<file path="src/rtl/efm_pkg.sv">
package efm_pkg;

    // ------------------------------------------------------------------
    // Register map
    // ------------------------------------------------------------------
    localparam int ADDR_W = 12;
    localparam int VID_W = 12;
    localparam logic [11:0] OFS_CTRL = 12'h000;
    localparam logic [11:0] OFS_STATUS = 12'h004;
    localparam logic [11:0] OFS_MAP_CNT = 12'h008;
    localparam logic [11:0] OFS_DROP_CNT = 12'h00c;
    localparam logic [11:0] OFS_EP_BASE = 12'h100;
    localparam logic [11:0] OFS_VID_BASE = 12'h200;
    localparam int REGION_WORDS = 64;

    // ------------------------------------------------------------------
    // Field positions and reset values
    // ------------------------------------------------------------------
    localparam int CTRL_EN_BIT = 0;
    localparam int CTRL_DISC_BIT = 1;
    localparam int ST_OK_BIT = 0;
    localparam int ST_SOLE_BIT = 1;
    localparam int ST_PAIR_BIT = 2;
    localparam int ST_CFG_BIT = 3;
    localparam int EP_VALID_BIT = 0;
    localparam int EP_MODE_LSB = 1;
    localparam int EP_PEER_LSB = 4;
    localparam int EP_PVID_LSB = 16;
    localparam int ENT_VALID_BIT = 15;
    localparam int ENT_VID_LSB = 0;
    localparam logic [31:0] CNT_RST = 32'h0000_0000;
    localparam logic [31:0] RDATA_RST = 32'h0000_0000;

    // ------------------------------------------------------------------
    // VLAN ID values
    // ------------------------------------------------------------------
    localparam logic [11:0] VID_PRIO = 12'h000;
    localparam logic [11:0] VID_MIN = 12'h001;
    localparam logic [11:0] VID_MAX = 12'hffe;
    localparam logic [11:0] VID_RESV = 12'hfff;

    localparam int FIFO_DEPTH = 8;

    // ------------------------------------------------------------------
    // Modes and endpoint classes
    // ------------------------------------------------------------------
    typedef enum logic [1:0] {
        MODE_LIST = 2'b00,
        MODE_ALL = 2'b01,
        MODE_UTPT = 2'b10
    } efm_mode_type;

    typedef enum logic [1:0] {
        CLS_ALL = 2'b00,
        CLS_UTPT = 2'b01,
        CLS_LIST1 = 2'b10,
        CLS_LIST2 = 2'b11
    } efm_class_type;

    // Tells whether two endpoint classes may share one connection.
    function automatic logic efm_pair_ok(input logic [1:0] a,
                                         input logic [1:0] b);
        logic sa;
        logic sb;
        sa = (a == CLS_UTPT) || (a == CLS_LIST1);
        sb = (b == CLS_UTPT) || (b == CLS_LIST1);
        return (a == CLS_ALL && b == CLS_ALL) ||
               (a == CLS_LIST2 && b == CLS_LIST2) || (sa && sb);
    endfunction

endpackage

</file>
<file path="src/rtl/efm_top.sv">
// Local design decisions: the register addresses and the AHB-Lite interface to the registers.
`timescale 1ns/1ps

// ----------------------------------------------------------------------
// Descriptor buffer
// ----------------------------------------------------------------------
module efm_fifo #(
    parameter int WIDTH = 26,
    parameter int DEPTH = 8
) (
    input wire logic hclk,
    input wire logic hresetn,
    input wire logic in_valid,
    output logic in_ready,
    input wire logic [WIDTH-1:0] in_data,
    output logic out_valid,
    input wire logic out_ready,
    output logic [WIDTH-1:0] out_data
);
    import efm_pkg::*;

    localparam int PW = $clog2(DEPTH);

    initial begin
        if (DEPTH < 2 || (1 << PW) != DEPTH || WIDTH < 1) begin
            $error("efm_fifo needs a power of two depth of at least 2.");
        end
    end

    typedef struct packed {
        logic [DEPTH-1:0][WIDTH-1:0] mem;
        logic [PW-1:0] wp;
        logic [PW-1:0] rp;
        logic [PW:0] cnt;
    } efm_fifo_state_type;

    efm_fifo_state_type q;
    efm_fifo_state_type d;
    logic push;
    logic pop;

    assign in_ready = (q.cnt != (PW+1)'(DEPTH));
    assign out_valid = (q.cnt != '0);
    assign out_data = q.mem[q.rp];
    assign push = in_valid && in_ready;
    assign pop = out_valid && out_ready;

    always_comb begin
        d = q;
        if (push) begin
            d.mem[q.wp] = in_data;
            d.wp = q.wp + 1'b1;
        end
        if (pop) begin
            d.rp = q.rp + 1'b1;
        end
        if (push && !pop) begin
            d.cnt = q.cnt + 1'b1;
        end else if (pop && !push) begin
            d.cnt = q.cnt - 1'b1;
        end
    end

    always_ff @(posedge hclk or negedge hresetn) begin
        if (!hresetn) begin
            q <= '0;
        end else begin
            q <= d;
        end
    end
endmodule

module efm_top #(
    parameter int NUM_EP = 4,
    parameter int NUM_ENT = 4
) (
    input wire logic hclk,
    input wire logic hresetn,
    input wire logic hsel,
    input wire logic [31:0] haddr,
    input wire logic [1:0] htrans,
    input wire logic hwrite,
    input wire logic [2:0] hsize,
    input wire logic hready,
    input wire logic [31:0] hwdata,
    output logic hreadyout,
    output logic [31:0] hrdata,
    output logic hresp,
    input wire logic in_valid,
    output logic in_ready,
    input wire logic in_tagged,
    input wire logic [efm_pkg::VID_W-1:0] in_vid,
    output logic out_valid,
    input wire logic out_ready,
    output logic [$clog2(NUM_EP)-1:0] out_ep,
    output logic out_tagged,
    output logic [efm_pkg::VID_W-1:0] out_vid
);
    import efm_pkg::*;

    localparam int EPW = $clog2(NUM_EP);
    localparam int CW = $clog2(NUM_ENT + 1);
    localparam int DW = EPW + 1 + VID_W;

    initial begin
        if (NUM_EP < 2 || NUM_EP > REGION_WORDS || NUM_ENT < 1 ||
            NUM_EP * NUM_ENT > REGION_WORDS) begin
            $error("efm_top endpoint table does not fit its windows.");
        end
    end

    typedef struct packed {
        logic en;
        logic disc;
        logic [NUM_EP-1:0] ep_val;
        logic [NUM_EP-1:0][1:0] ep_mode;
        logic [NUM_EP-1:0][1:0] pr_cls;
        logic [NUM_EP-1:0][VID_W-1:0] pr_vid;
        logic [NUM_EP-1:0][NUM_ENT-1:0] ent_val;
        logic [NUM_EP-1:0][NUM_ENT-1:0][VID_W-1:0] ent_vid;
        logic [31:0] map_cnt;
        logic [31:0] drop_cnt;
        logic ap_wr;
        logic [ADDR_W-1:0] ap_addr;
        logic [31:0] rdata;
    } efm_state_type;

    efm_state_type q;
    efm_state_type d;

    // ------------------------------------------------------------------
    // Configuration check
    // ------------------------------------------------------------------
    logic [NUM_EP-1:0][1:0] own_cls;
    logic [EPW:0] n_valid;
    logic all_any;
    logic ut_any;
    logic sole_err;
    logic pair_err;
    logic cfg_err;
    logic cfg_ok;

    always_comb begin
        logic [CW-1:0] cnt;
        cnt = '0;
        n_valid = '0;
        all_any = 1'b0;
        ut_any = 1'b0;
        pair_err = 1'b0;
        cfg_err = 1'b0;
        for (int i = 0; i < NUM_EP; i++) begin
            cnt = '0;
            for (int j = 0; j < NUM_ENT; j++) begin
                if (q.ent_val[i][j] && q.ent_vid[i][j] >= VID_MIN &&
                    q.ent_vid[i][j] <= VID_MAX) begin
                    cnt = cnt + 1'b1;
                end
            end
            own_cls[i] = (cnt > CW'(1)) ? CLS_LIST2 : CLS_LIST1;
            if (q.ep_mode[i] == MODE_ALL) begin
                own_cls[i] = CLS_ALL;
            end else if (q.ep_mode[i] == MODE_UTPT) begin
                own_cls[i] = CLS_UTPT;
            end
            if (q.ep_val[i]) begin
                n_valid = n_valid + 1'b1;
                all_any = all_any || (q.ep_mode[i] == MODE_ALL);
                ut_any = ut_any || (q.ep_mode[i] == MODE_UTPT);
                if (!efm_pair_ok(own_cls[i], q.pr_cls[i])) begin
                    pair_err = 1'b1;
                end
                if (q.ep_mode[i] == 2'h3 ||
                    (q.ep_mode[i] == MODE_LIST && cnt == '0)) begin
                    cfg_err = 1'b1;
                end
            end
        end
    end

    assign sole_err = (all_any || ut_any) &&
                      n_valid > (EPW+1)'(1);
    assign cfg_ok = q.en && !sole_err && !pair_err && !cfg_err &&
                    n_valid != '0;

    // ------------------------------------------------------------------
    // Frame classification and endpoint match
    // ------------------------------------------------------------------
    logic cls_untag;
    logic cls_prio;
    logic cls_vlan;
    logic [NUM_EP-1:0] ep_hit;
    logic hit;
    logic [EPW-1:0] hit_idx;
    logic drop_resv;
    logic in_fire;
    logic push_v;
    logic push_tag;
    logic [VID_W-1:0] push_vid;
    logic fifo_ready;

    assign cls_untag = !in_tagged;
    assign cls_prio = in_tagged && in_vid == VID_PRIO;
    assign cls_vlan = in_tagged && in_vid != VID_PRIO;

    always_comb begin
        hit = 1'b0;
        hit_idx = '0;
        for (int i = 0; i < NUM_EP; i++) begin
            ep_hit[i] = 1'b0;
            if (q.ep_val[i]) begin
                case (q.ep_mode[i])
                    MODE_ALL: begin
                        ep_hit[i] = 1'b1;
                    end
                    MODE_UTPT: begin
                        ep_hit[i] = cls_untag || cls_prio;
                    end
                    MODE_LIST: begin
                        for (int j = 0; j < NUM_ENT; j++) begin
                            if (cls_vlan && q.ent_val[i][j] &&
                                in_vid <= VID_MAX &&
                                q.ent_vid[i][j] == in_vid) begin
                                ep_hit[i] = 1'b1;
                            end
                        end
                    end
                    default: begin
                        ep_hit[i] = 1'b0;
                    end
                endcase
            end
            if (ep_hit[i] && !hit) begin
                hit = 1'b1;
                hit_idx = EPW'(i);
            end
        end
    end

    assign drop_resv = q.disc && q.ep_mode[hit_idx] == MODE_ALL &&
                       cls_vlan && in_vid == VID_RESV;
    assign in_ready = fifo_ready;
    assign in_fire = in_valid && fifo_ready;
    assign push_v = in_fire && cfg_ok && hit && !drop_resv;

    // ------------------------------------------------------------------
    // Egress tag handling toward the peer endpoint
    // ------------------------------------------------------------------
    always_comb begin
        case (q.pr_cls[hit_idx])
            CLS_ALL: begin
                push_tag = in_tagged;
                push_vid = in_tagged ? in_vid : VID_PRIO;
            end
            CLS_UTPT: begin
                push_tag = 1'b0;
                push_vid = VID_PRIO;
            end
            CLS_LIST1: begin
                push_tag = 1'b1;
                push_vid = q.pr_vid[hit_idx];
            end
            CLS_LIST2: begin
                push_tag = 1'b1;
                push_vid = in_vid;
            end
            default: begin
                push_tag = 1'b0;
                push_vid = VID_PRIO;
            end
        endcase
    end

    efm_fifo #(.WIDTH(DW), .DEPTH(FIFO_DEPTH)) u_fifo (
        .hclk(hclk),
        .hresetn(hresetn),
        .in_valid(push_v),
        .in_ready(fifo_ready),
        .in_data({hit_idx, push_tag, push_vid}),
        .out_valid(out_valid),
        .out_ready(out_ready),
        .out_data({out_ep, out_tagged, out_vid})
    );

    // ------------------------------------------------------------------
    // Bus slave
    // ------------------------------------------------------------------
    logic acc;
    logic [31:0] rd_val;

    assign acc = hsel && htrans[1] && hready;
    assign hreadyout = !(q.ap_wr && hsel && htrans[1] && !hwrite);
    assign hrdata = q.rdata;
    assign hresp = 1'b0;

    always_comb begin
        rd_val = '0;
        case (haddr[ADDR_W-1:0])
            OFS_CTRL: begin
                rd_val[CTRL_EN_BIT] = q.en;
                rd_val[CTRL_DISC_BIT] = q.disc;
            end
            OFS_STATUS: begin
                rd_val[ST_OK_BIT] = cfg_ok;
                rd_val[ST_SOLE_BIT] = sole_err;
                rd_val[ST_PAIR_BIT] = pair_err;
                rd_val[ST_CFG_BIT] = cfg_err;
            end
            OFS_MAP_CNT: begin
                rd_val = q.map_cnt;
            end
            OFS_DROP_CNT: begin
                rd_val = q.drop_cnt;
            end
            default: begin
                rd_val = '0;
            end
        endcase
        for (int i = 0; i < NUM_EP; i++) begin
            if (haddr[ADDR_W-1:0] == OFS_EP_BASE + ADDR_W'(i * 4)) begin
                rd_val[EP_VALID_BIT] = q.ep_val[i];
                rd_val[EP_MODE_LSB +: 2] = q.ep_mode[i];
                rd_val[EP_PEER_LSB +: 2] = q.pr_cls[i];
                rd_val[EP_PVID_LSB +: VID_W] = q.pr_vid[i];
            end
            for (int j = 0; j < NUM_ENT; j++) begin
                if (haddr[ADDR_W-1:0] ==
                    OFS_VID_BASE + ADDR_W'((i * NUM_ENT + j) * 4)) begin
                    rd_val[ENT_VALID_BIT] = q.ent_val[i][j];
                    rd_val[ENT_VID_LSB +: VID_W] = q.ent_vid[i][j];
                end
            end
        end
    end

    // ------------------------------------------------------------------
    // State update
    // ------------------------------------------------------------------
    always_comb begin
        d = q;
        d.ap_wr = 1'b0;
        if (q.ap_wr) begin
            if (q.ap_addr == OFS_CTRL) begin
                d.en = hwdata[CTRL_EN_BIT];
                d.disc = hwdata[CTRL_DISC_BIT];
            end
            for (int i = 0; i < NUM_EP; i++) begin
                if (q.ap_addr == OFS_EP_BASE + ADDR_W'(i * 4)) begin
                    d.ep_val[i] = hwdata[EP_VALID_BIT];
                    d.ep_mode[i] = hwdata[EP_MODE_LSB +: 2];
                    d.pr_cls[i] = hwdata[EP_PEER_LSB +: 2];
                    d.pr_vid[i] = hwdata[EP_PVID_LSB +: VID_W];
                end
                for (int j = 0; j < NUM_ENT; j++) begin
                    if (q.ap_addr ==
                        OFS_VID_BASE + ADDR_W'((i * NUM_ENT + j) * 4)) begin
                        d.ent_val[i][j] = hwdata[ENT_VALID_BIT];
                        d.ent_vid[i][j] = hwdata[ENT_VID_LSB +: VID_W];
                    end
                end
            end
        end
        if (acc) begin
            d.ap_wr = hwrite;
            d.ap_addr = haddr[ADDR_W-1:0];
            if (!hwrite) begin
                d.rdata = rd_val;
            end
        end
        if (push_v) begin
            d.map_cnt = q.map_cnt + 32'h0000_0001;
        end else if (in_fire) begin
            d.drop_cnt = q.drop_cnt + 32'h0000_0001;
        end
    end

    always_ff @(posedge hclk or negedge hresetn) begin
        if (!hresetn) begin
            q <= '0;
            q.map_cnt <= CNT_RST;
            q.drop_cnt <= CNT_RST;
            q.rdata <= RDATA_RST;
        end else begin
            q <= d;
        end
    end

    // ------------------------------------------------------------------
    // Checks
    // ------------------------------------------------------------------
    a_all_maps: assert property (@(posedge hclk)
        disable iff (!hresetn)
        in_fire && cfg_ok && all_any && !(q.disc && in_vid == VID_RESV)
        |-> push_v && q.ep_mode[hit_idx] == MODE_ALL)
        else $error("All-frames endpoint did not take a frame.");
    a_resv_kept: assert property (@(posedge hclk)
        disable iff (!hresetn)
        in_fire && cfg_ok && all_any && !q.disc && in_tagged &&
        in_vid == VID_RESV |=> q.map_cnt == $past(q.map_cnt) + 32'h1)
        else $error("Reserved VLAN ID frame was not mapped.");
    a_resv_drop: assert property (@(posedge hclk)
        disable iff (!hresetn)
        in_fire && cfg_ok && all_any && q.disc && in_tagged &&
        in_vid == VID_RESV |-> !push_v ##1 q.drop_cnt != $past(q.drop_cnt))
        else $error("Reserved VLAN ID frame was not discarded.");
    a_sole_ep: assert property (@(posedge hclk)
        disable iff (!hresetn)
        push_v |-> !((all_any || ut_any) && n_valid > (EPW+1)'(1)))
        else $error("Sole endpoint mode shared its interface.");
    a_pair_legal: assert property (@(posedge hclk)
        disable iff (!hresetn)
        push_v |-> efm_pair_ok(own_cls[hit_idx], q.pr_cls[hit_idx]))
        else $error("Frame passed an illegal endpoint pairing.");
    a_utpt_maps: assert property (@(posedge hclk)
        disable iff (!hresetn)
        in_fire && cfg_ok && ut_any && !cls_vlan |-> push_v)
        else $error("Untagged or priority frame was not mapped.");
    a_utpt_reject: assert property (@(posedge hclk)
        disable iff (!hresetn)
        push_v && q.ep_mode[hit_idx] == MODE_UTPT |-> !cls_vlan)
        else $error("VLAN-tagged frame mapped in untagged mode.");
    a_utpt_strip: assert property (@(posedge hclk)
        disable iff (!hresetn)
        push_v && q.pr_cls[hit_idx] == CLS_UTPT && fifo_ready &&
        !out_valid |=> out_valid && !out_tagged)
        else $error("Frame toward untagged endpoint kept a tag.");
    a_keep_tag: assert property (@(posedge hclk)
        disable iff (!hresetn)
        push_v && q.pr_cls[hit_idx] == CLS_ALL
        |-> push_tag == in_tagged && (!in_tagged || push_vid == in_vid))
        else $error("Tagging changed between all-frames endpoints.");
    a_list_tag: assert property (@(posedge hclk)
        disable iff (!hresetn)
        push_v && q.pr_cls[hit_idx] == CLS_LIST1
        |-> push_tag && push_vid == q.pr_vid[hit_idx])
        else $error("One-entry list peer did not get its VLAN ID.");
    a_list_keep: assert property (@(posedge hclk)
        disable iff (!hresetn)
        push_v && q.pr_cls[hit_idx] == CLS_LIST2
        |-> push_tag && push_vid == in_vid)
        else $error("Multi-entry list changed the VLAN ID.");
    a_list_only: assert property (@(posedge hclk)
        disable iff (!hresetn)
        push_v && q.ep_mode[hit_idx] == MODE_LIST |-> cls_vlan)
        else $error("List endpoint took an untagged frame.");
    a_unmapped: assert property (@(posedge hclk)
        disable iff (!hresetn)
        in_fire && !hit |-> !push_v ##1 q.map_cnt == $past(q.map_cnt))
        else $error("Unmapped frame was delivered.");
endmodule

</file>
<file path="config.mk">
export PLATFORM = sky130hd
export DESIGN_NAME = efm_top
export DESIGN_NICKNAME = d
export VERILOG_FILES = /design/src/rtl/efm_pkg.sv /design/src/rtl/efm_top.sv
export SDC_FILE = /design/constraint.sdc
export NUM_CORES = 1
export LEC_CHECK = 0
export BUFFER_PORTS_ARGS = -buffer_cell sky130_fd_sc_hd__buf_2
export CORE_MARGIN = 5
export CORE_UTILIZATION = 60
export CTS_CLUSTER_DIAMETER = 40
export DETAILED_ROUTE_END_ITERATION = 6
export PLACE_DENSITY_LB_ADDON = 0.3
export SKIP_CTS_REPAIR_TIMING = 1
export SLEW_MARGIN = 10
export SYNTH_ARGS = -nofsm -noshare
export SYNTH_HDL_FRONTEND = slang
export SYNTH_SLANG_ARGS = --single-unit
</file>
<file path="constraint.sdc">
create_clock -name hclk -period 6.5 [get_ports hclk]
set_clock_uncertainty 0.15 [all_clocks]
set_input_delay 1.3 -clock hclk [delete_from_list [all_inputs] [get_ports hclk]]
set_output_delay 1.3 -clock hclk [all_outputs]
set_load 0.05 [all_outputs]
</file>
# Yosys cells after proc, flatten, opt, wreduce, memory -nomap -nowiden
# Index checks and enable logic that the tools add are counted.
# word_totals
word_cells	595
input_bits	89
out_inout_bits	51
ff_bits	517
# classes
n_mux	152
n_eq_ne	101
n_lt_le_gt_ge	42
reduce_logical	211
n_addsub	21
bitwise_logic	2
# op_table
operator	count
$eq 12x10->1 const B	32
$mux 12	22
$le 12x12->1 const B	17
$eq 12x12->1	16
$ge 12x1->1 const B	16
$logic_and 1x1->1	123
$bwmux 120	1
$eq 12x9->1 const B	8
$mux 1	74
$add 32x1->32 const B	2
$mux 3	19
$pmux 28 s2	1
$eq 2x2->1 const B	26
$add 3x1->3 const B	17
$pmux 12 s4	1
$reduce_and 2->1	23
$bmux 15 s3	1
$demux 15 s3	1
$mux 45	1
$logic_not 12->1	3
$mux 2	16
$mux 32	1
$mux 15	2
$eq 2x1->1 const B	14
26 further kinds	92

# Logic depth before layout (Yosys ltp)
# depth
ltp_word	53
ltp_mapped	28
depth_no_buf	28

# Hierarchy
# Synthesis repeated with hierarchy kept, for this count alone.
# hier_totals
cells_unflattened	2604
hier_area_um2	29434.5
# modules_own_cells
module	seq_area_each_um2	area_per_inst_um2	cells_each	instances
efm_top	9684.3	23437.5	2239	1
efm_fifo	3253.1	5997.0	365	1

# Worst setup path after synthesis
# No wires, ideal clock.
# synth_timing
path_kind	reg-to-reg
startpoint	register q[222] (netlist bit)
endpoint	register u_fifo.q[3] (netlist bit)
n_path_buf	0
stages_incl_launch_ff	28
t_arrival_ns	4.444
required_time_ns	6.225
slack_ns	1.780
setup_time_ns	0.125
synth_period_minus_slack_ns	4.720
path_cell_list	dfrtp_1 > nand4_1 > o31ai_1 > a31o_2 > inv_1 > ha_1 > xnor2_1 > inv_1 > ha_1 > nor2b_1 > nand2_1 > a21oi_1 > nor2_1 > ha_1 > a22oi_1 > nand3_1 > and4_1 > o211a_1 > nand4_1 > nor4b_1 > ha_1 > inv_1 > ha_1 > a21o_1 > a21oi_1 > xnor2_1 > nor2_1 > xor2_1
# synth_via
elab_chain_len	31
elab_cells_between_ends	69
classes_between	2 x add/sub; 3 x order compare; 5 x eq/ne; 26 x mux; 33 x reduce/logical
# synth_rtl
element	line	text
start, declared	efm_top.sv:128	efm_state_type q;
$ge 12x1->1	efm_top.sv:154	if (q.ent_val[i][j] && q.ent_vid[i][j] >= VID_MIN &&
$logic_and 1x1->1 (2 in series)	efm_top.sv:154	
$mux 3	efm_top.sv:154	
$add 3x1->3	efm_top.sv:156	cnt = cnt + 1'b1;
$mux 3	efm_top.sv:154	
$add 3x1->3	efm_top.sv:156	
$mux 3	efm_top.sv:154	
$gt 3x1->1	efm_top.sv:159	own_cls[i] = (cnt > CW'(1)) ? CLS_LIST2 : CLS_LIST1;
[12 not listed]	-	
$logic_and 1x1->1 (3 in series)	efm_top.sv:182	assign cfg_ok = q.en && !sole_err && !pair_err && !cfg_err &&
$logic_and 1x1->1 (2 in series)	efm_top.sv:243	assign push_v = in_fire && cfg_ok && hit && !drop_resv;
$logic_and 1x1->1 *	efm_top.sv:243	
$logic_and 1x1->1 *	efm_top.sv:45	assign push = in_valid && in_ready;
named net u_fifo.push	efm_top.sv:39	logic push;
$logic_not 1->1	efm_top.sv:59	end else if (pop && !push) begin
$logic_and 1x1->1	efm_top.sv:59	
$reduce_bool 2->1 (no line)	-	
end signal, assigned	efm_top.sv:66	q <= '0;
end signal, assigned	efm_top.sv:68	q <= d;
end, declared	efm_top.sv:37	efm_fifo_state_type q;
# Mark *: on every way through the listed nets, which the timed path passes. The rest lies on a longest branch. The select of a mux whose other input is x is not followed.
# A chain may end at the register's enable or synchronous reset.

# Worst setup path after layout
# layout_timing
startpoint	register q[168] (netlist bit)
endpoint	register q[52] (netlist bit)
# layout_via
elab_chain_len	33
elab_cells_between_ends	76
classes_between	3 x add/sub; 3 x order compare; 5 x eq/ne; 33 x mux; 1 x bitwise; 31 x reduce/logical
# layout_rtl
element	line	text
$ge 12x1->1	efm_top.sv:154	
$logic_and 1x1->1 (2 in series)	efm_top.sv:154	
$mux 1	efm_top.sv:154	
$add 3x1->3	efm_top.sv:156	
$mux 3	efm_top.sv:154	
$add 3x1->3	efm_top.sv:156	
$mux 3	efm_top.sv:154	
$add 3x1->3	efm_top.sv:156	
[13 not listed]	-	
$mux 1	efm_top.sv:169	if (!efm_pair_ok(own_cls[i], q.pr_cls[i])) begin
$mux 1	efm_top.sv:165	if (q.ep_val[i]) begin
$logic_not 1->1	efm_top.sv:182	
$logic_and 1x1->1 (3 in series)	efm_top.sv:182	
$logic_and 1x1->1 (2 in series)	efm_top.sv:243	
$logic_and 1x1->1 *	efm_top.sv:243	
$not 1->1 (no line) *	-	
$reduce_and 2->1 (no line) *	-	
# Mark *: on every way between the ends. The rest lies on a longest branch, timed or not. The select of a mux whose other input is x is not followed.

==> flow_metrics.tcl <==
set metrics [dict create \
    postSynthCellCount 2888 \
    rsz0062_at_grt "false" \
    synth.area.mux_share 0.1695 \
    ant_nets 0 \
    drtPass1Iterations 6 \
    top_layer_used "met5" \
    remaining_drc_errors 0 \
    clk_pin_slew_ns 0.06 \
    met3WireLength_um 10140 \
    fin_crit_ns 6.184 \
    maxCapViolCount 0 \
    min_path_type "flop to flop" \
    clk_latency_ns 0.63 \
    start_util 0.6048 \
    core-area_um2 50070 \
    grt_use_total 0.3562 \
    path_max_fanout 15 \
    synthMostInstantiatedCell "dfrtp_1" \
    chipHeight_um 234.7 \
    synthAdderAreaFrac 0.02297 \
    synth-edff-count 0 \
    dp.cells 3543 \
    hold_ws_ns 0.3197 \
    syn_area_per_cell_um2 10.49 \
    rr_startpoint "q[168]" \
    clockBufferDepth 3 \
    p_leak_nw 14.24 \
    synth_top_family_by_area "multiplexers" \
    io_pins 140 \
    status "complete, no violations" \
    wl_per_cell_um 27.57 \
    seq_area_frac_synth 0.4272 \
    synth_common_cells "dfrtp_1, nand2_1, mux2_2, xnor2_1, nand3_1" \
    grt_pass1_wl_um 153800 \
    drv_slew 0 \
    power_density_nw_per_um2 274.3 \
    synth_area_um2 30280 \
    fin_tns_setup_ns 0 \
    holdPathStages 2 \
    grt_max_degree 129 \
    fmax_ghz 0.1617 \
    dieArea_um2 55060 \
    startpoint "q[168]" \
    antenna_found_initial 3 \
    setup_viol 0 \
    relSlewSlack 0.09825 \
    num_rows 82 \
    hpwl_um 68160 \
    met2WireLength_um 47420 \
    synth_top_cell_area_share 0.4272 \
    setup_ws_ns 0.3158 \
    whs_endpoint "hrdata[25]" \
    r2r_setup_slack_ns 0.32 \
    async_flop_share 1.000 \
    worstSetupPathType "flop to flop" \
    route.vias.total 25700 \
    drt-initial-drc-count 3325 \
    r2r_end "q[52]" \
    synth-simple-area-share 0.1518 \
    cts_sinks 517 \
    wl_met1_um 37880 \
    hold_viol 0 \
    synth_cell_types 86 \
    place_ws_ns 0.3901 \
    synth.largest_area_cell "dfrtp_1" \
    vdd_ir_drop_max_v 0.0002396 \
    fin_crit_sh 0.9514 \
    cp.arrival_ns 6.59 \
    crit_path_end_kind "flop" \
    ys_ff_latch 517 \
    layout-drive-gt1-share 0.2507 \
    synth_xor_xnor_area_share 0.07838 \
    portBuffers 107 \
    wl_um 102000 \
    grt_overflow 0 \
    vias_per_cell 6.945 \
    fin_nets 3102 \
    synth-main-ff-cell "dfrtp_1" \
    critPathRequiredTime_ns 6.91 \
    worst_pin_slew_ns 1.348 \
    synth_compound_area_frac 0.1058 \
    htree_levels 3 \
    die_w_um 234.7 \
    cts_made_buffers 83 \
    cp-start-kind "flop" \
    syn_to_final_growth_pct 13.26 \
    synthTopCellsByArea "dfrtp_1, mux2_2, xnor2_1, nand2_1, mux4_2" \
    stdcell_count 3700 \
    cts_tree "yes" \
    syn_nets 3032 \
    cts_root_buf "clkbuf_16" \
    ff2ff_path_depth 22 \
    place_congestion 1.032 \
    hold_start "hrdata[25]" \
    ys.warnings.count 0 \
    grt_pass1_vias 25010 \
]
==> layer usage <==
layer  GRT usage  vias up
met5           0        -
met4      0.1821        4
met3     0.07247      451
met2      0.5747     1718
met1      0.4598    12760
li1            -    10770
==> sequential cells by signal, summed over array words and instances (netlist names) <==
| name | flops |
|---|---|
| hrdata | 32 |
| u_fifo.q | 130 |
| q | 355 |
==> worst max-delay path by stage <==
stage,endpoint,slack [ns],cells past startpoint
after floorplan,u_fifo.q[3],1.78,27
after detailed placement,q[101],0.39,21
after global routing,q[52],0.05,22
after global placement,q[101],0.52,22
final,q[52],0.32,22
after CTS,q[101],0.27,21
==> layout make-up <==
class	instances	area (µm²)
fill	3718	15770
multi-input combinational	2103	16070
clock inverter	55	636.9
inverter	51	191.4
clock buffer	99	2271
timing repair buffer	202	1346
antenna	1	2.502
tap	672	840.8
sequential	517	12940
==> placed cells by master, fill, tap and decap left out, types with 54 or more instances in the layout <==
master	synthesis	final
dfrtp_1	517	515
nand2_1	317	317
mux2_2	306	306
xnor2_1	234	234
nand3_1	155	155
nor2_1	116	113
buf_2	20	106
nand4_1	104	104
buf_4	50	88
clkbuf_16	0	86
o211ai_1	85	85
mux2i_1	74	73
nor4_1	73	70
o21ai_0	68	68
ha_1	54	54
==> power breakdown <==
| group | switching (W) | total (W) | internal [W] |
|---|---|---|---|
| registers | 0.000297 | 0.00367 | 0.00337 |
| clock network | 0.00171 | 0.00457 | 0.00286 |
| logic | 0.000693 | 0.00117 | 0.000475 |
| total | 0.00270 | 0.00941 | 0.00671 |
==> kinds of logic (layout without fill, tap and decap cells) <==
kind of cell,count (synthesis),in the layout
AOI/OAI and AO/OA,435,435
adders and majority gates,55,55
other,1,2
and+or+nand+nor,919,919
DFF,517,517
buffers and inverters,268,407
muxes,422,422
xor gates and xnor gates,271,271
==> worst max-delay path: stages, from the launching register on <==
cell      delay, ns
dfrtp_1        0.44
nor4_1         0.51
a31oi_1        0.20
ha_1           0.44
xor2_1         0.18
ha_1           0.20
inv_1          0.05
a311oi_1       0.42
xor2_1         0.31
nor2_1         0.07
a21oi_1        0.25
ha_1           0.28
a22oi_1        0.14
nand3_1        0.11
and4_1         0.23
o211a_1        0.14
nand4_1        0.22
nor4b_4        0.07
buf_4          0.21
buf_4          0.16
nor2_1         0.84
and4_1         0.36
xor2_1         0.14
==> metrics by stage <==
stage	power, W	util	cell area (µm²)
final	0.009409	0.6850	34300
after global routing	0.009669	0.6850	34290
after CTS	0.009413	0.6847	34280
after detailed placement	0.004859	0.6266	31370
after global placement	0.004821	0.6266	31370
after floorplan	0.004433	-	30280
Power figures use the tool's default switching activity.
